**src/it8_consts.svh**
```systemverilog
// Register map, field positions, reset values and timing counts.
// Summary of operation
// - Eight-bit up counter; wrap raises time-out request.
// - Mode bit 7 runs or stops counting.
// - Bits 6:4 divide clock 256 down to 2.
// - Mode bit 0 selects real-time clock source.
// - RTC mode ignores rate; half-second full cycle.
// - RTC mode works only with option strap.
// - Enabled timer overflow wakes system from green.
// - Count register readable, writable, resets to zero.
`ifndef IT8_CONSTS_SVH
`define IT8_CONSTS_SVH
// -----------------------------------------------------------------------
// Register indices; byte address is four times the index.
// -----------------------------------------------------------------------
`define IT8_MODE_IDX      10'h0d8
`define IT8_COUNT_IDX     10'h0d9
`define IT8_IRQ_IDX       10'h0f0
// -----------------------------------------------------------------------
// Field positions and reset values.
// -----------------------------------------------------------------------
`define IT8_RUN_BIT       7
`define IT8_RATE_MSB      6
`define IT8_RATE_LSB      4
`define IT8_RTC_BIT       0
`define IT8_FLAG_BIT      0
`define IT8_IEN_BIT       1
`define IT8_MODE_RST      8'h00
`define IT8_COUNT_RST     8'h00
// -----------------------------------------------------------------------
// Timing: RTC source rate and the half-second full-cycle interval.
// -----------------------------------------------------------------------
`define IT8_RTC_HZ        32768
`define IT8_RTC_PER_SEC   2
`define IT8_FULL_COUNTS   256
`define IT8_RTC_DIV       (`IT8_RTC_HZ / (`IT8_RTC_PER_SEC * `IT8_FULL_COUNTS))
`endif

```
**src/it8_pkg.sv**
```systemverilog
// Types shared by the interval timer.
package it8_pkg;
  // Decoded mode register fields.
  typedef struct packed {
    logic       run;   // Counting allowed.
    logic [2:0] rate;  // Prescale code.
    logic       rtc;   // Real-time clock source.
  } it8_mode_t;
  // Interrupt control and status.
  typedef struct packed {
    logic ien;   // Request enable.
    logic flag;  // Sticky request.
  } it8_irq_t;
endpackage : it8_pkg

```
**src/it8_timer.sv**
```systemverilog
// Eight-bit interval timer with APB register access.
`timescale 1ns/1ps
`include "it8_consts.svh"
module it8_timer
(
  input  wire logic        pclk,
  input  wire logic        presetn,
  input  wire logic        psel,
  input  wire logic        penable,
  input  wire logic        pwrite,
  input  wire logic [11:0] paddr,
  input  wire logic [31:0] pwdata,
  input  wire logic [3:0]  pstrb,
  output logic      [31:0] prdata,
  output logic             pready,
  output logic             pslverr,
  input  wire logic        rtc_clk,
  input  wire logic        internal_rc_with_rtc_option,
  input  wire logic        green_mode,
  output logic             timer_irq,
  output logic             wake_req
);
  import it8_pkg::*;

  localparam int RTC_DIV = `IT8_RTC_DIV;
  // Reset image of the mode register. It is split into its fields at reset
  // so that only the bits the register really holds are loaded.
  localparam logic [7:0] MODE_RST = `IT8_MODE_RST;

  // -----------------------------------------------------------------------
  // State.
  // -----------------------------------------------------------------------
  it8_pkg::it8_mode_t mode_ff, nxt_mode;      // Mode register fields.
  it8_pkg::it8_irq_t  irq_ff, nxt_irq;        // Flag and enable.
  logic [7:0]  cnt_ff, nxt_cnt;                // Count register.
  logic [7:0]  presc_ff, nxt_presc;            // Free CPU-clock divider.
  logic [5:0]  rdiv_ff, nxt_rdiv;              // RTC edge divider.
  logic [2:0]  rsync_ff;                       // RTC sync plus edge stage.
  logic [1:0]  osync_ff;                       // Option strap sync.
  logic [31:0] prdata_ff, nxt_prdata;          // Read data.
  logic        pready_ff, nxt_pready;          // Access answer.
  logic        perr_ff, nxt_perr;              // Unmapped answer.
  logic        irq_ff_out, nxt_irq_out;        // Interrupt line.
  logic        wake_ff, nxt_wake;              // Wake pulse.

  // -----------------------------------------------------------------------
  // Decode.
  // -----------------------------------------------------------------------
  logic [9:0] idx;       // Word index of the access.
  logic       hit_mode;  // Mode register selected.
  logic       hit_cnt;   // Count register selected.
  logic       hit_irq;   // Interrupt register selected.
  logic       mapped;    // Any register selected.
  logic       wr_go;     // Write completes this edge.
  logic       cpu_tick;  // Prescaled CPU clock tick.
  logic       rtc_edge;  // Rising edge of synced RTC clock.
  logic       rtc_tick;  // One count step in RTC mode.
  logic       inc;       // Counter steps this edge.
  logic       ovf;       // Counter wraps this edge.
  logic       wr_cnt;    // Software loads the count.

  assign idx      = paddr[11:2];
  assign hit_mode = (idx == `IT8_MODE_IDX);
  assign hit_cnt  = (idx == `IT8_COUNT_IDX);
  assign hit_irq  = (idx == `IT8_IRQ_IDX);
  assign mapped   = (hit_mode | hit_cnt | hit_irq) & (paddr[1:0] == 2'h0);
  // The answer is already up in the first access cycle, so no wait states.
  assign wr_go    = psel & penable & pready_ff & pwrite & mapped & pstrb[0];
  assign wr_cnt   = wr_go & hit_cnt;

  // The prescaler runs free; a code picks how many low bits must be ones.
  assign cpu_tick = ((presc_ff & (8'hff >> mode_ff.rate))
                     == (8'hff >> mode_ff.rate));
  assign rtc_edge = rsync_ff[1] & ~rsync_ff[2];
  // Sixty-four RTC edges per step give 256 steps per half second.
  assign rtc_tick = rtc_edge & (rdiv_ff == 6'(RTC_DIV - 1));
  // Without the strap the RTC source is dead and the counter stalls.
  assign inc = mode_ff.run & (mode_ff.rtc ? (rtc_tick & osync_ff[1])
                                          : cpu_tick);
  assign ovf = inc & (cnt_ff == 8'hff) & ~wr_cnt;

  // -----------------------------------------------------------------------
  // Next-state logic for timer, registers and bus answer.
  // -----------------------------------------------------------------------
  always_comb
  begin
    nxt_presc = presc_ff + 8'h01;
    nxt_rdiv  = rdiv_ff;
    if (rtc_edge)
    begin
      nxt_rdiv = rdiv_ff + 6'h01;
    end
    nxt_mode = mode_ff;
    nxt_irq  = irq_ff;
    nxt_cnt  = cnt_ff;
    // Counting wraps and carries on; no reload value exists.
    if (inc)
    begin
      nxt_cnt = cnt_ff + 8'h01;
    end
    if (wr_go && hit_mode)
    begin
      nxt_mode.run  = pwdata[`IT8_RUN_BIT];
      nxt_mode.rate = pwdata[`IT8_RATE_MSB:`IT8_RATE_LSB];
      nxt_mode.rtc  = pwdata[`IT8_RTC_BIT];
    end
    // A load wins over a step in the same cycle.
    if (wr_cnt)
    begin
      nxt_cnt = pwdata[7:0];
    end
    if (wr_go && hit_irq)
    begin
      nxt_irq.ien  = pwdata[`IT8_IEN_BIT];
      nxt_irq.flag = irq_ff.flag & pwdata[`IT8_FLAG_BIT];
    end
    // Set beats a clear arriving in the same cycle.
    if (ovf)
    begin
      nxt_irq.flag = 1'b1;
    end
    nxt_irq_out = nxt_irq.flag & nxt_irq.ien;
    nxt_wake    = ovf & green_mode & mode_ff.run;
    // Answer is prepared in the setup cycle and shown in the access cycle.
    nxt_pready = psel & ~penable;
    nxt_perr   = psel & ~penable & ~mapped;
    nxt_prdata = prdata_ff;
    if (psel && !penable)
    begin
      nxt_prdata = 32'h0;
      if (hit_mode && mapped)
      begin
        nxt_prdata[`IT8_RUN_BIT] = mode_ff.run;
        nxt_prdata[`IT8_RATE_MSB:`IT8_RATE_LSB] = mode_ff.rate;
        nxt_prdata[`IT8_RTC_BIT] = mode_ff.rtc;
      end
      else if (hit_cnt && mapped)
      begin
        nxt_prdata[7:0] = cnt_ff;
      end
      else if (hit_irq && mapped)
      begin
        nxt_prdata[`IT8_FLAG_BIT] = irq_ff.flag;
        nxt_prdata[`IT8_IEN_BIT]  = irq_ff.ien;
      end
    end
  end

  // -----------------------------------------------------------------------
  // Registers.
  // -----------------------------------------------------------------------
  always_ff @(posedge pclk or negedge presetn)
  begin
    if (!presetn)
    begin
      mode_ff    <= '{run:  MODE_RST[`IT8_RUN_BIT],
                      rate: MODE_RST[`IT8_RATE_MSB:`IT8_RATE_LSB],
                      rtc:  MODE_RST[`IT8_RTC_BIT]};
      irq_ff     <= 2'h0;
      cnt_ff     <= `IT8_COUNT_RST;
      presc_ff   <= 8'h00;
      rdiv_ff    <= 6'h00;
      rsync_ff   <= 3'h0;
      osync_ff   <= 2'h0;
      prdata_ff  <= 32'h0;
      pready_ff  <= 1'b0;
      perr_ff    <= 1'b0;
      irq_ff_out <= 1'b0;
      wake_ff    <= 1'b0;
    end
    else
    begin
      mode_ff    <= nxt_mode;
      irq_ff     <= nxt_irq;
      cnt_ff     <= nxt_cnt;
      presc_ff   <= nxt_presc;
      rdiv_ff    <= nxt_rdiv;
      rsync_ff   <= {rsync_ff[1:0], rtc_clk};
      osync_ff   <= {osync_ff[0], internal_rc_with_rtc_option};
      prdata_ff  <= nxt_prdata;
      pready_ff  <= nxt_pready;
      perr_ff    <= nxt_perr;
      irq_ff_out <= nxt_irq_out;
      wake_ff    <= nxt_wake;
    end
  end

  assign prdata    = prdata_ff;
  assign pready    = pready_ff;
  assign pslverr   = perr_ff;
  assign timer_irq = irq_ff_out;
  assign wake_req  = wake_ff;
endmodule : it8_timer
```
**config.mk**
```make
export PLATFORM = sky130hd
export DESIGN_NAME = it8_timer
export DESIGN_NICKNAME = d
export VERILOG_FILES = /design/src/it8_pkg.sv /design/src/it8_timer.sv
export VERILOG_INCLUDE_DIRS = /design/src
export SDC_FILE = /design/constraint.sdc
export NUM_CORES = 1
export LEC_CHECK = 0
export ABC_CLOCK_PERIOD_IN_PS = 2100
export BUFFER_PORTS_ARGS = -buffer_cell sky130_fd_sc_hd__buf_2
export CAP_MARGIN = 40
export CORE_AREA = 2 2 77 79
export CTS_CLUSTER_SIZE = 8
export DETAILED_ROUTE_END_ITERATION = 8
export DIE_AREA = 0 0 79 81
export PLACE_DENSITY = 0.68
export RECOVER_POWER = 25
export SLEW_MARGIN = 20
export SYNTH_ARGS = -nofsm -noshare
export SYNTH_HDL_FRONTEND = slang
export SYNTH_SLANG_ARGS = --single-unit
```
**constraint.sdc**
```tcl
create_clock -name pclk -period 2.1 [get_ports pclk]
set_clock_uncertainty 0.05 [all_clocks]
set_input_delay 0 -clock pclk [delete_from_list [all_inputs] [get_ports pclk]]
set_output_delay 0 -clock pclk [all_outputs]
set_load 0.005 [all_outputs]
```
# Word level (Yosys, flattened, before mapping)
# Index checks and enable logic that the tools add are counted.
totals:
  register_bits: 46
  in_bits: 56
classes:
  add_sub_neg: 3
  n_eq_ne: 6
  n_shift: 1
  n_mux: 11
  bitwise_logic: 26
  n_reduce_logical: 9
op_table:
  columns: ["cell", "n"]
  rows:
  - ["10-bit by 8-bit == test with 1-bit output (second input constant)", 3]
  - ["1-bit AND", 19]
  - ["8-bit by 1-bit adder with 8-bit output (second input constant)", 2]
  - ["8-bit 2-to-1 mux", 2]
  - ["8-bit AND", 1]
  - ["8-bit == test", 1]
  - ["8-bit == test (second input constant)", 1]
  - ["8-bit by 3-bit >> shifter with 8-bit output (first input constant)", 1]
  - ["6-bit by 1-bit adder with 6-bit output (second input constant)", 1]
  - ["6-bit == test (second input constant)", 1]
  - ["1-bit logical AND", 6]
  - ["2-bit 2-to-1 mux", 3]
  - ["6-bit 2-to-1 mux", 1]
  - ["4-bit 2-to-1 mux", 1]
  - ["1-bit inverter", 4]
  - ["1-bit 2-to-1 mux", 3]
  - ["3-bit 2-to-1 mux", 1]
  - ["2-bit logical NOT", 1]
  - ["1-bit OR", 2]
  - ["2-bit nonzero test", 1]
  - ["1-bit logical NOT", 1]

# Longest topological paths before layout
# Gate-level depths: netlist of the first run.
depth:
  depth_word: 11
  mapped_depth: 7
  mapped_depth_nobuf: 6

# Worst setup path before layout of the first run
# OpenSTA, ideal clock, no wires.
synth_path:
  kind: "register to register"
  start: "register rdiv_ff[0]"
  end: "register irq_ff_out (netlist: timer_irq)"
  setup_time_ns: 0.078
  t_arrival_ns: 1.770
  setup_slack_ns: 0.202
  path_stages_with_launch: 7
  path_buffers: 0
  period_less_slack_ns: 1.898
  cell_sequence: "dfrtp_1 ha_1 nand3b_4 o31ai_4 o2111ai_2 or4_1 a21boi_1"
synth_via:
  elab_chain_cells: 9
synth_lines:
  columns: ["element", "line", "source"]
  rows:
  - ["from (decl)", "it8_timer.sv:37", "logic [5:0] rdiv_ff, nxt_rdiv;"]
  - ["from (signal assigned)", "it8_timer.sv:177", "rdiv_ff <= nxt_rdiv;"]
  - ["6-bit == test", "it8_timer.sv:76", "assign rtc_tick = rtc_edge & (rdiv_ff == 6'(RTC_DIV - 1));"]
  - ["1-bit AND", "it8_timer.sv:76", null]
  - ["1-bit AND", "it8_timer.sv:78", "assign inc = mode_ff.run & (mode_ff.rtc ? (rtc_tick & osync_ff[1])"]
  - ["1-bit 2-to-1 mux", "it8_timer.sv:78", null]
  - ["1-bit AND", "it8_timer.sv:78", null]
  - ["1-bit AND (2 in series)", "it8_timer.sv:80", "assign ovf = inc & (cnt_ff == 8'hff) & ~wr_cnt;"]
  - ["1-bit 2-to-1 mux", "it8_timer.sv:118", "if (ovf)"]
  - ["1-bit AND", "it8_timer.sv:122", "nxt_irq_out = nxt_irq.flag & nxt_irq.ien;"]
  - ["named net nxt_irq_out", "it8_timer.sv:43", "logic irq_ff_out, nxt_irq_out;"]
  - ["to (signal assigned)", "it8_timer.sv:183", "irq_ff_out <= nxt_irq_out;"]
  - ["to (decl)", "it8_timer.sv:43", null]
# The timed path passes the listed nets, and every way through them passes these cells.
# A chain may end at the register's enable or synchronous reset.

# Worst setup path after layout of the first run
layout_path:
  start: "register rdiv_ff[1]"
  end: "register irq_ff_out (netlist: timer_irq)"
# The elaborated chain is that of the path after synthesis.

==> metrics.csv, run 1 <==
metric,value,unit
outcome,completed,
synth.yosys.seq_area_share,50.2,%
portBuffers,40,
placed_cell_area,2540,sq um
overflow,0,
cap_viol_max_count,0,
r2r-end,timer_irq$_DFF_PN0_,
grt_pass1_vias,1546,
ff2ff_path_depth,6,
path_depth,6,
clock_latency,0.29,ns
clk_root_buffer_cell,clkbuf_8,
drt_first_pass_iters,4,
clockBufferDepth,2,
fillers,555,
ys.warnings.count,0,
hold_depth,4,
setup_slack,0.152,ns
fin_crit,1.95,ns
cp_top_family,simple AND/OR/NAND/NOR gates,
start_util,40.4,%
synth_top_area_share,50.2,%
arrival,2.12,ns
synth_seq_cells,46,
coreArea,5680,sq um
netlist_area,2290,sq um
reg2reg_from,rdiv_ff[1]$_DFFE_PN0N_,
crit_chain,ha_2 -> nand3b_4 -> o31ai_4 -> o2111ai_4 -> or4_1 -> a21boi_1,
wire_per_inst,12.8,um
antenna_cells,0,
syn_area_per_cell,10.7,sq um
vias_per_cell,4.91,
num_rows,28,
die-area,6400,sq um
pre_cts_ws,0.0336,ns
die_w,79,um
slowest_delay,0.58,ns
min_from,paddr[2],
yosysTopAreaCell,dfrtp_1,
syn_inst,215,
worstSetupPathType,register to register,
p_per_area,666,nW/um^2
synth_area_leaders,"dfrtp_1 (50%), buf_4 (7.9%), mux2_1 (2.9%)",
clk_pin_slew,0.08,ns
rsz0062_at_grt,no,
setup_tns,0,ns
drt-initial-drc-count,79,
final_max_slew_viol_count,0,
grt_antenna_before_repair,0,
syn_to_final_growth,22.1,%
cp_slowest_cell,or4_1,
numCtsBuffers,5,
critical_path.endpoint_type,register,
gr-usage-all-layers,14.8,%
synth.most_common_cell,dfrtp_1,
hpwl,3380,um
synth_edf_count,0,
synth_ff_type,dfrtp_1,
route.detailed.drc,0,
synth_commonest_cells,"dfrtp_1 (46), buf_4 (24), nand2_1 (15), nor2_1 (15), inv_1 (12)",
crit_buf_inv,0,
grt_max_degree,24,
setup_viol,0,
die_h,81,um
final_cell_area,2800,sq um
required,2.27,ns
start_kind,register,
ys_types,48,
hold_end,prdata[0]$_DFFE_PN0P_,
ioPinCount,92,
routed_wl,4550,um
leakage,1.44,nW
cts.sinks,46,
regToRegSetupSlack,0.15,ns
async_flop_share,100,%
grt_pass1_wl,7330,um
post-route-period-util,92.8,%
hp-class,primary input to register,
cts_tree,done,
critPathMaxFanout,5,
vdd_drop_max,0.289,mV
place.gp.congestion,0.788,
vias,1749,
worstMarginPinSlew,1.24,ns
layout-drive-gt1-share,23.5,%
finalNetCount,339,
slew_headroom,17.4,%
cts-htree-levels,2,
fmax,513,MHz
hold_viol,0,
postRouteAntennaNets,0,
## area by class of cell
class | count | area, sq um | share of cell area (%)
Sequential cell | 46 | 1150 | 41.1
Multi-Input combinational cell | 152 | 1000 | 35.7
Timing Repair Buffer | 63 | 402 | 14.4
Tap cell | 75 | 93.8 | 3.35
Clock buffer | 7 | 76.3 | 2.73
Inverter | 12 | 45.0 | 1.61
Clock inverter | 1 | 30.0 | 1.07
## tightest hold or removal path, cell delays in order
cell and delay [ns]:
buf_2 0.12, a21oi_1 0.05, o21ai_0 0.17, nand2_1 0.05
## cells in the final DEF (no fill, tap or decap), types with 3 or more instances in the layout
master and count:
buf_2 39, dlygate4sd3_1 12, or2_1 3, dfrtp_1 46, or3_1 6, nor2_1 15
xnor2_1 7, a222oi_1 4, nand3_1 5, a21oi_1 5, clkbuf_1 3, o21ai_0 6
mux2_1 6, nand2_1 15, conb_1 24, nand4b_1 3, a31oi_1 8, xor2_1 5
inv_1 12, clkbuf_8 5, o21ai_1 3, buf_4 11, nand4_1 3
## power by group
group          internal (mW)  leakage, nW  switching [mW]
combinational          0.121        0.828           0.104
clock                  0.356       0.0524           0.292
sequential             0.944        0.558          0.0469
## metal layers
| layer | part of all wire [%] | GRT usage, % |
|---|---|---|
| met3 | 6.6 | 3.22 |
| met1 | 46 | 20.4 |
| met4 | 1.1 | 4.66 |
| met5 | 0 | 0 |
| met2 | 46 | 23.4 |
## worst max-delay path by stage
stage / slack (ns) / end / start
after floorplan: 0.20 / timer_irq$_DFF_PN0_ / rdiv_ff[0]$_DFFE_PN0N_
after global routing: 0.01 / cnt_ff[3]$_DFFE_PN0P_ / rdiv_ff[1]$_DFFE_PN0N_
final: 0.15 / timer_irq$_DFF_PN0_ / rdiv_ff[1]$_DFFE_PN0N_
after detailed placement: 0.03 / timer_irq$_DFF_PN0_ / rdiv_ff[1]$_DFFE_PN0N_
after global placement: 0.05 / timer_irq$_DFF_PN0_ / rdiv_ff[1]$_DFFE_PN0N_
after CTS: 0.009 / timer_irq$_DFF_PN0_ / rdiv_ff[1]$_DFFE_PN0N_
## registers in the layout, summed over array words and instances (netlist names)
register,cells
wake_req,1
pslverr,1
rdiv_ff,6
presc_ff,8
rsync_ff,3
osync_ff,2
mode_ff,5
pready,1
irq_ff,2
cnt_ff,8
prdata,8
timer_irq,1
## metrics by stage
| step | util (%) | instances | power, mW | hold WS, ns |
|---|---|---|---|---|
| finish | 49.3 | 356 | 1.86 | 0.0811 |
| floorplan | - | 238 | 1.14 | -0.346 |
| CTS | 48.8 | 354 | 1.87 | 0.0553 |
| global route | 49.3 | 356 | 1.96 | 0.114 |
| detailed placement | 44.8 | 334 | 1.20 | -0.0456 |
| global placement | 44.8 | 334 | 1.19 | -0.0540 |
## logic make-up after synthesis
family          share of synthesized area (%)
other cells                             0.164
flops                                    50.2
buf+inv                                  10.5
fa+ha+maj                                1.64
xor+xnor                                 4.59
mux                                      3.44
compound gates                           12.4
simple gates                             17.0
## timing repair
item,in CTS,in global routing
resized for setup,0,2
setup buffers,0,2
endpoints found under the hold margin,39,0
setup endpoints to repair,0,7
hold buffers,12,0
(Power assumes the default switching activity.)
==> run 2, diff against run 1 <==
ABC_CLOCK_PERIOD_IN_PS = 2400   (was 2100)
BUFFER_PORTS_ARGS = default   (was -buffer_cell sky130_fd_sc_hd__buf_2)
DONT_BUFFER_PORTS = 1   (was default)
PLACE_DENSITY = 0.54   (was 0.68)
clock period = 2.4 ns   (was 2.1 ns; I/O delays follow)
==> run 2 against run 1 <==
  * Combinational power shrank 38%
  * Cell count fell by 11%
  * First-iteration DRC count is 7.6% lower
  * Global-route usage decreased by 0.51 points
  * Setup slack worse by 0.046 ns
==> metrics.csv, run 2 (same netlist as run 1, synthesis figures left out) <==
metric,value,unit,change
outcome,completed,,unchanged
critPathMaxFanout,5,,unchanged
min_from,paddr[5],,was paddr[2]
final_common_cell,dfrtp_1,,unchanged
grt_pass1_vias,1459,,"was 1,546"
routed_wl,4400,um,was 4550 um
grt_max_degree,47,,was 24
leakage,1.26,nW,was 1.44 nW
layout-drive-gt1-share,8.30,%,was 23.5%
vias_per_cell,4.96,,was 4.91
placed_cell_area,2300,sq um,was 2540 sq um
die_w,79,um,unchanged
coreArea,5680,sq um,unchanged
finalNetCount,299,,was 339
clk_root_buffer_cell,clkbuf_8,,unchanged
p_int,1.20,mW,was 1.42 mW
pre_cts_ws,0.358,ns,was 0.0336 ns
grt_antenna_before_repair,0,,unchanged
cts.sinks,46,,unchanged
required,2.59,ns,was 2.27 ns
most-common-layout-cells,"dfrtp_1 (46), conb_1 (24), dlygate4sd3_1 (19)",,"was dfrtp_1 (46), buf_2 (39), conb_1 (24)"
die_h,81,um,unchanged
multi_input_area,993,sq um,was 1000 sq um
hpwl,3070,um,was 3380 um
grtUsageMet2,20.8,%,was 23.4%
cts_tree,done,,unchanged
use_met3,4.89,%,was 3.22%
utilization,45.9,%,was 49.3%
clk_pin_slew,0.08,ns,about the same
start_util,40.4,%,unchanged
cts-htree-levels,2,,unchanged
post_cts_buffers,0,,unchanged
clock_latency,0.30,ns,was 0.29 ns
drt-initial-drc-count,73,,was 79
postRouteAntennaNets,0,,unchanged
antenna_cells,0,,unchanged
worstMarginPinSlew,1.14,ns,was 1.24 ns
arrival,2.49,ns,was 2.12 ns
final_cell_area,2610,sq um,was 2800 sq um
numCtsBuffers,5,,unchanged
final_max_slew_viol_count,0,,unchanged
start_kind,register,,unchanged
pwr-share-clk,36.0,%,was 34.8%
fin_crit,2.29,ns,was 1.95 ns
cap_viol_max_count,0,,unchanged
cp-startpoint,pready$_DFF_PN0_,,was rdiv_ff[1]$_DFFE_PN0N_
vdd_drop_max,0.411,mV,was 0.289 mV
p_sw,0.368,mW,was 0.442 mW
portBuffers,0,,was 40
slew_headroom,24.1,%,was 17.4%
gr-usage-all-layers,14.3,%,was 14.8%
post-route-period-util,95.6,%,was 92.8%
syn_to_final_growth,13.8,%,was 22.1%
wire_per_inst,13.9,um,was 12.8 um
drt_first_pass_iters,4,,unchanged
overflow,0,,unchanged
die-area,6400,sq um,unchanged
hold_viol,0,,unchanged
seqPwrFrac,55.2,%,was 53.2%
p_per_area,603,nW/um^2,was 666 nW/um^2
reg2reg_from,pready$_DFF_PN0_,,was rdiv_ff[1]$_DFFE_PN0N_
ioPinCount,92,,unchanged
setup_viol,0,,unchanged
fmax,436,MHz,was 513 MHz
place.gp.congestion,0.777,,was 0.788
hp-class,primary input to register,,unchanged
grt_pass1_wl,7040,um,was 7330 um
ff_latch_area,1150,sq um,unchanged
busiest_layer,met2,,unchanged
worstSetupPathType,register to register,,unchanged
num_rows,28,,unchanged
use_met1,20.6,%,was 20.4%
fillers,542,,was 555
critical_path.endpoint_type,register,,unchanged
setup_slack,0.106,ns,was 0.152 ns
p_sw_share,23.4,%,was 23.7%
pwr-share-comb,8.8,%,was 12.1%
route.detailed.drc,0,,unchanged
clockBufferDepth,2,,unchanged
vias,1568,,"was 1,749"
-- run 2: metal layers --
layer	wire length [um]	up-vias	part of all wire, %
met5	0	-	0
met4	43	0	0.98
met3	252	4	5.7
met2	1880	58	43
met1	2220	748	51
li1	-	758	-
-- run 2: cell type report --
type / count / share of cell area (%)
clock buffers: 7 / 2.93
clock inverters: 1 / 1.15
inverters: 12 / 1.73
multi-input cells: 152 / 38.1
flip-flops and latches: 46 / 44.1
well taps: 75 / 3.60
repair buffers: 23 / 8.35
-- run 2: power groups by stage --
stage / Sequential, mW / Clock (mW) / Combinational, mW
2_1_floorplan: 0.875 / 0 / 0.120
3_3_place_gp: 0.883 / 0 / 0.0996
3_5_place_dp: 0.882 / 0 / 0.105
4_1_cts: 0.869 / 0.581 / 0.147
5_1_grt: 0.876 / 0.613 / 0.159
6_report: 0.868 / 0.565 / 0.139
-- run 2: critical path, cell delays in order, from the launching register on --
cell	delay (ns)
dfrtp_1	0.36
and4_1	0.21
nand4_2	0.19
nor2_4	0.18
nand2_1	0.07
dlygate4sd3_1	0.56
o21ai_1	0.07
dlygate4sd3_1	0.55
-- run 2: stage by stage --
stage	power [mW]	TNS [ns]	hold slack, ns	instances
floorplan	0.995	0	-0.346	238
global placement	0.983	0	-0.344	288
detailed placement	0.987	0	-0.344	288
CTS	1.60	0	0.0225	316
global route	1.65	-0.0128	0.0379	316
finish	1.57	0	0.0168	316
-- run 2: worst paths after layout --
path | to | slack, ns | depth (start not counted)
setup reg to reg | cnt_ff[0]$_DFFE_PN0P_ | 0.11 | 7
max in group asynchronous | presc_ff[7]$_DFF_PN0_ | 1.20 | 2
hold / removal | prdata[0]$_DFFE_PN0P_ | 0.02 | 4
min in group asynchronous | rdiv_ff[1]$_DFFE_PN0N_ | 0.40 | 2
setup / recovery | cnt_ff[0]$_DFFE_PN0P_ | 0.11 | 7
hold reg to reg | rsync_ff[1]$_DFF_PN0_ | 0.30 | 0
-- run 2: what timing repair did --
| action | 4_1_cts | 5_1_grt |
|---|---|---|
| endpoints found under the hold margin | 67 | 0 |
| hold buffers | 20 | 0 |
| resized for setup | 0 | 2 |
| setup endpoints to repair | 0 | 1 |
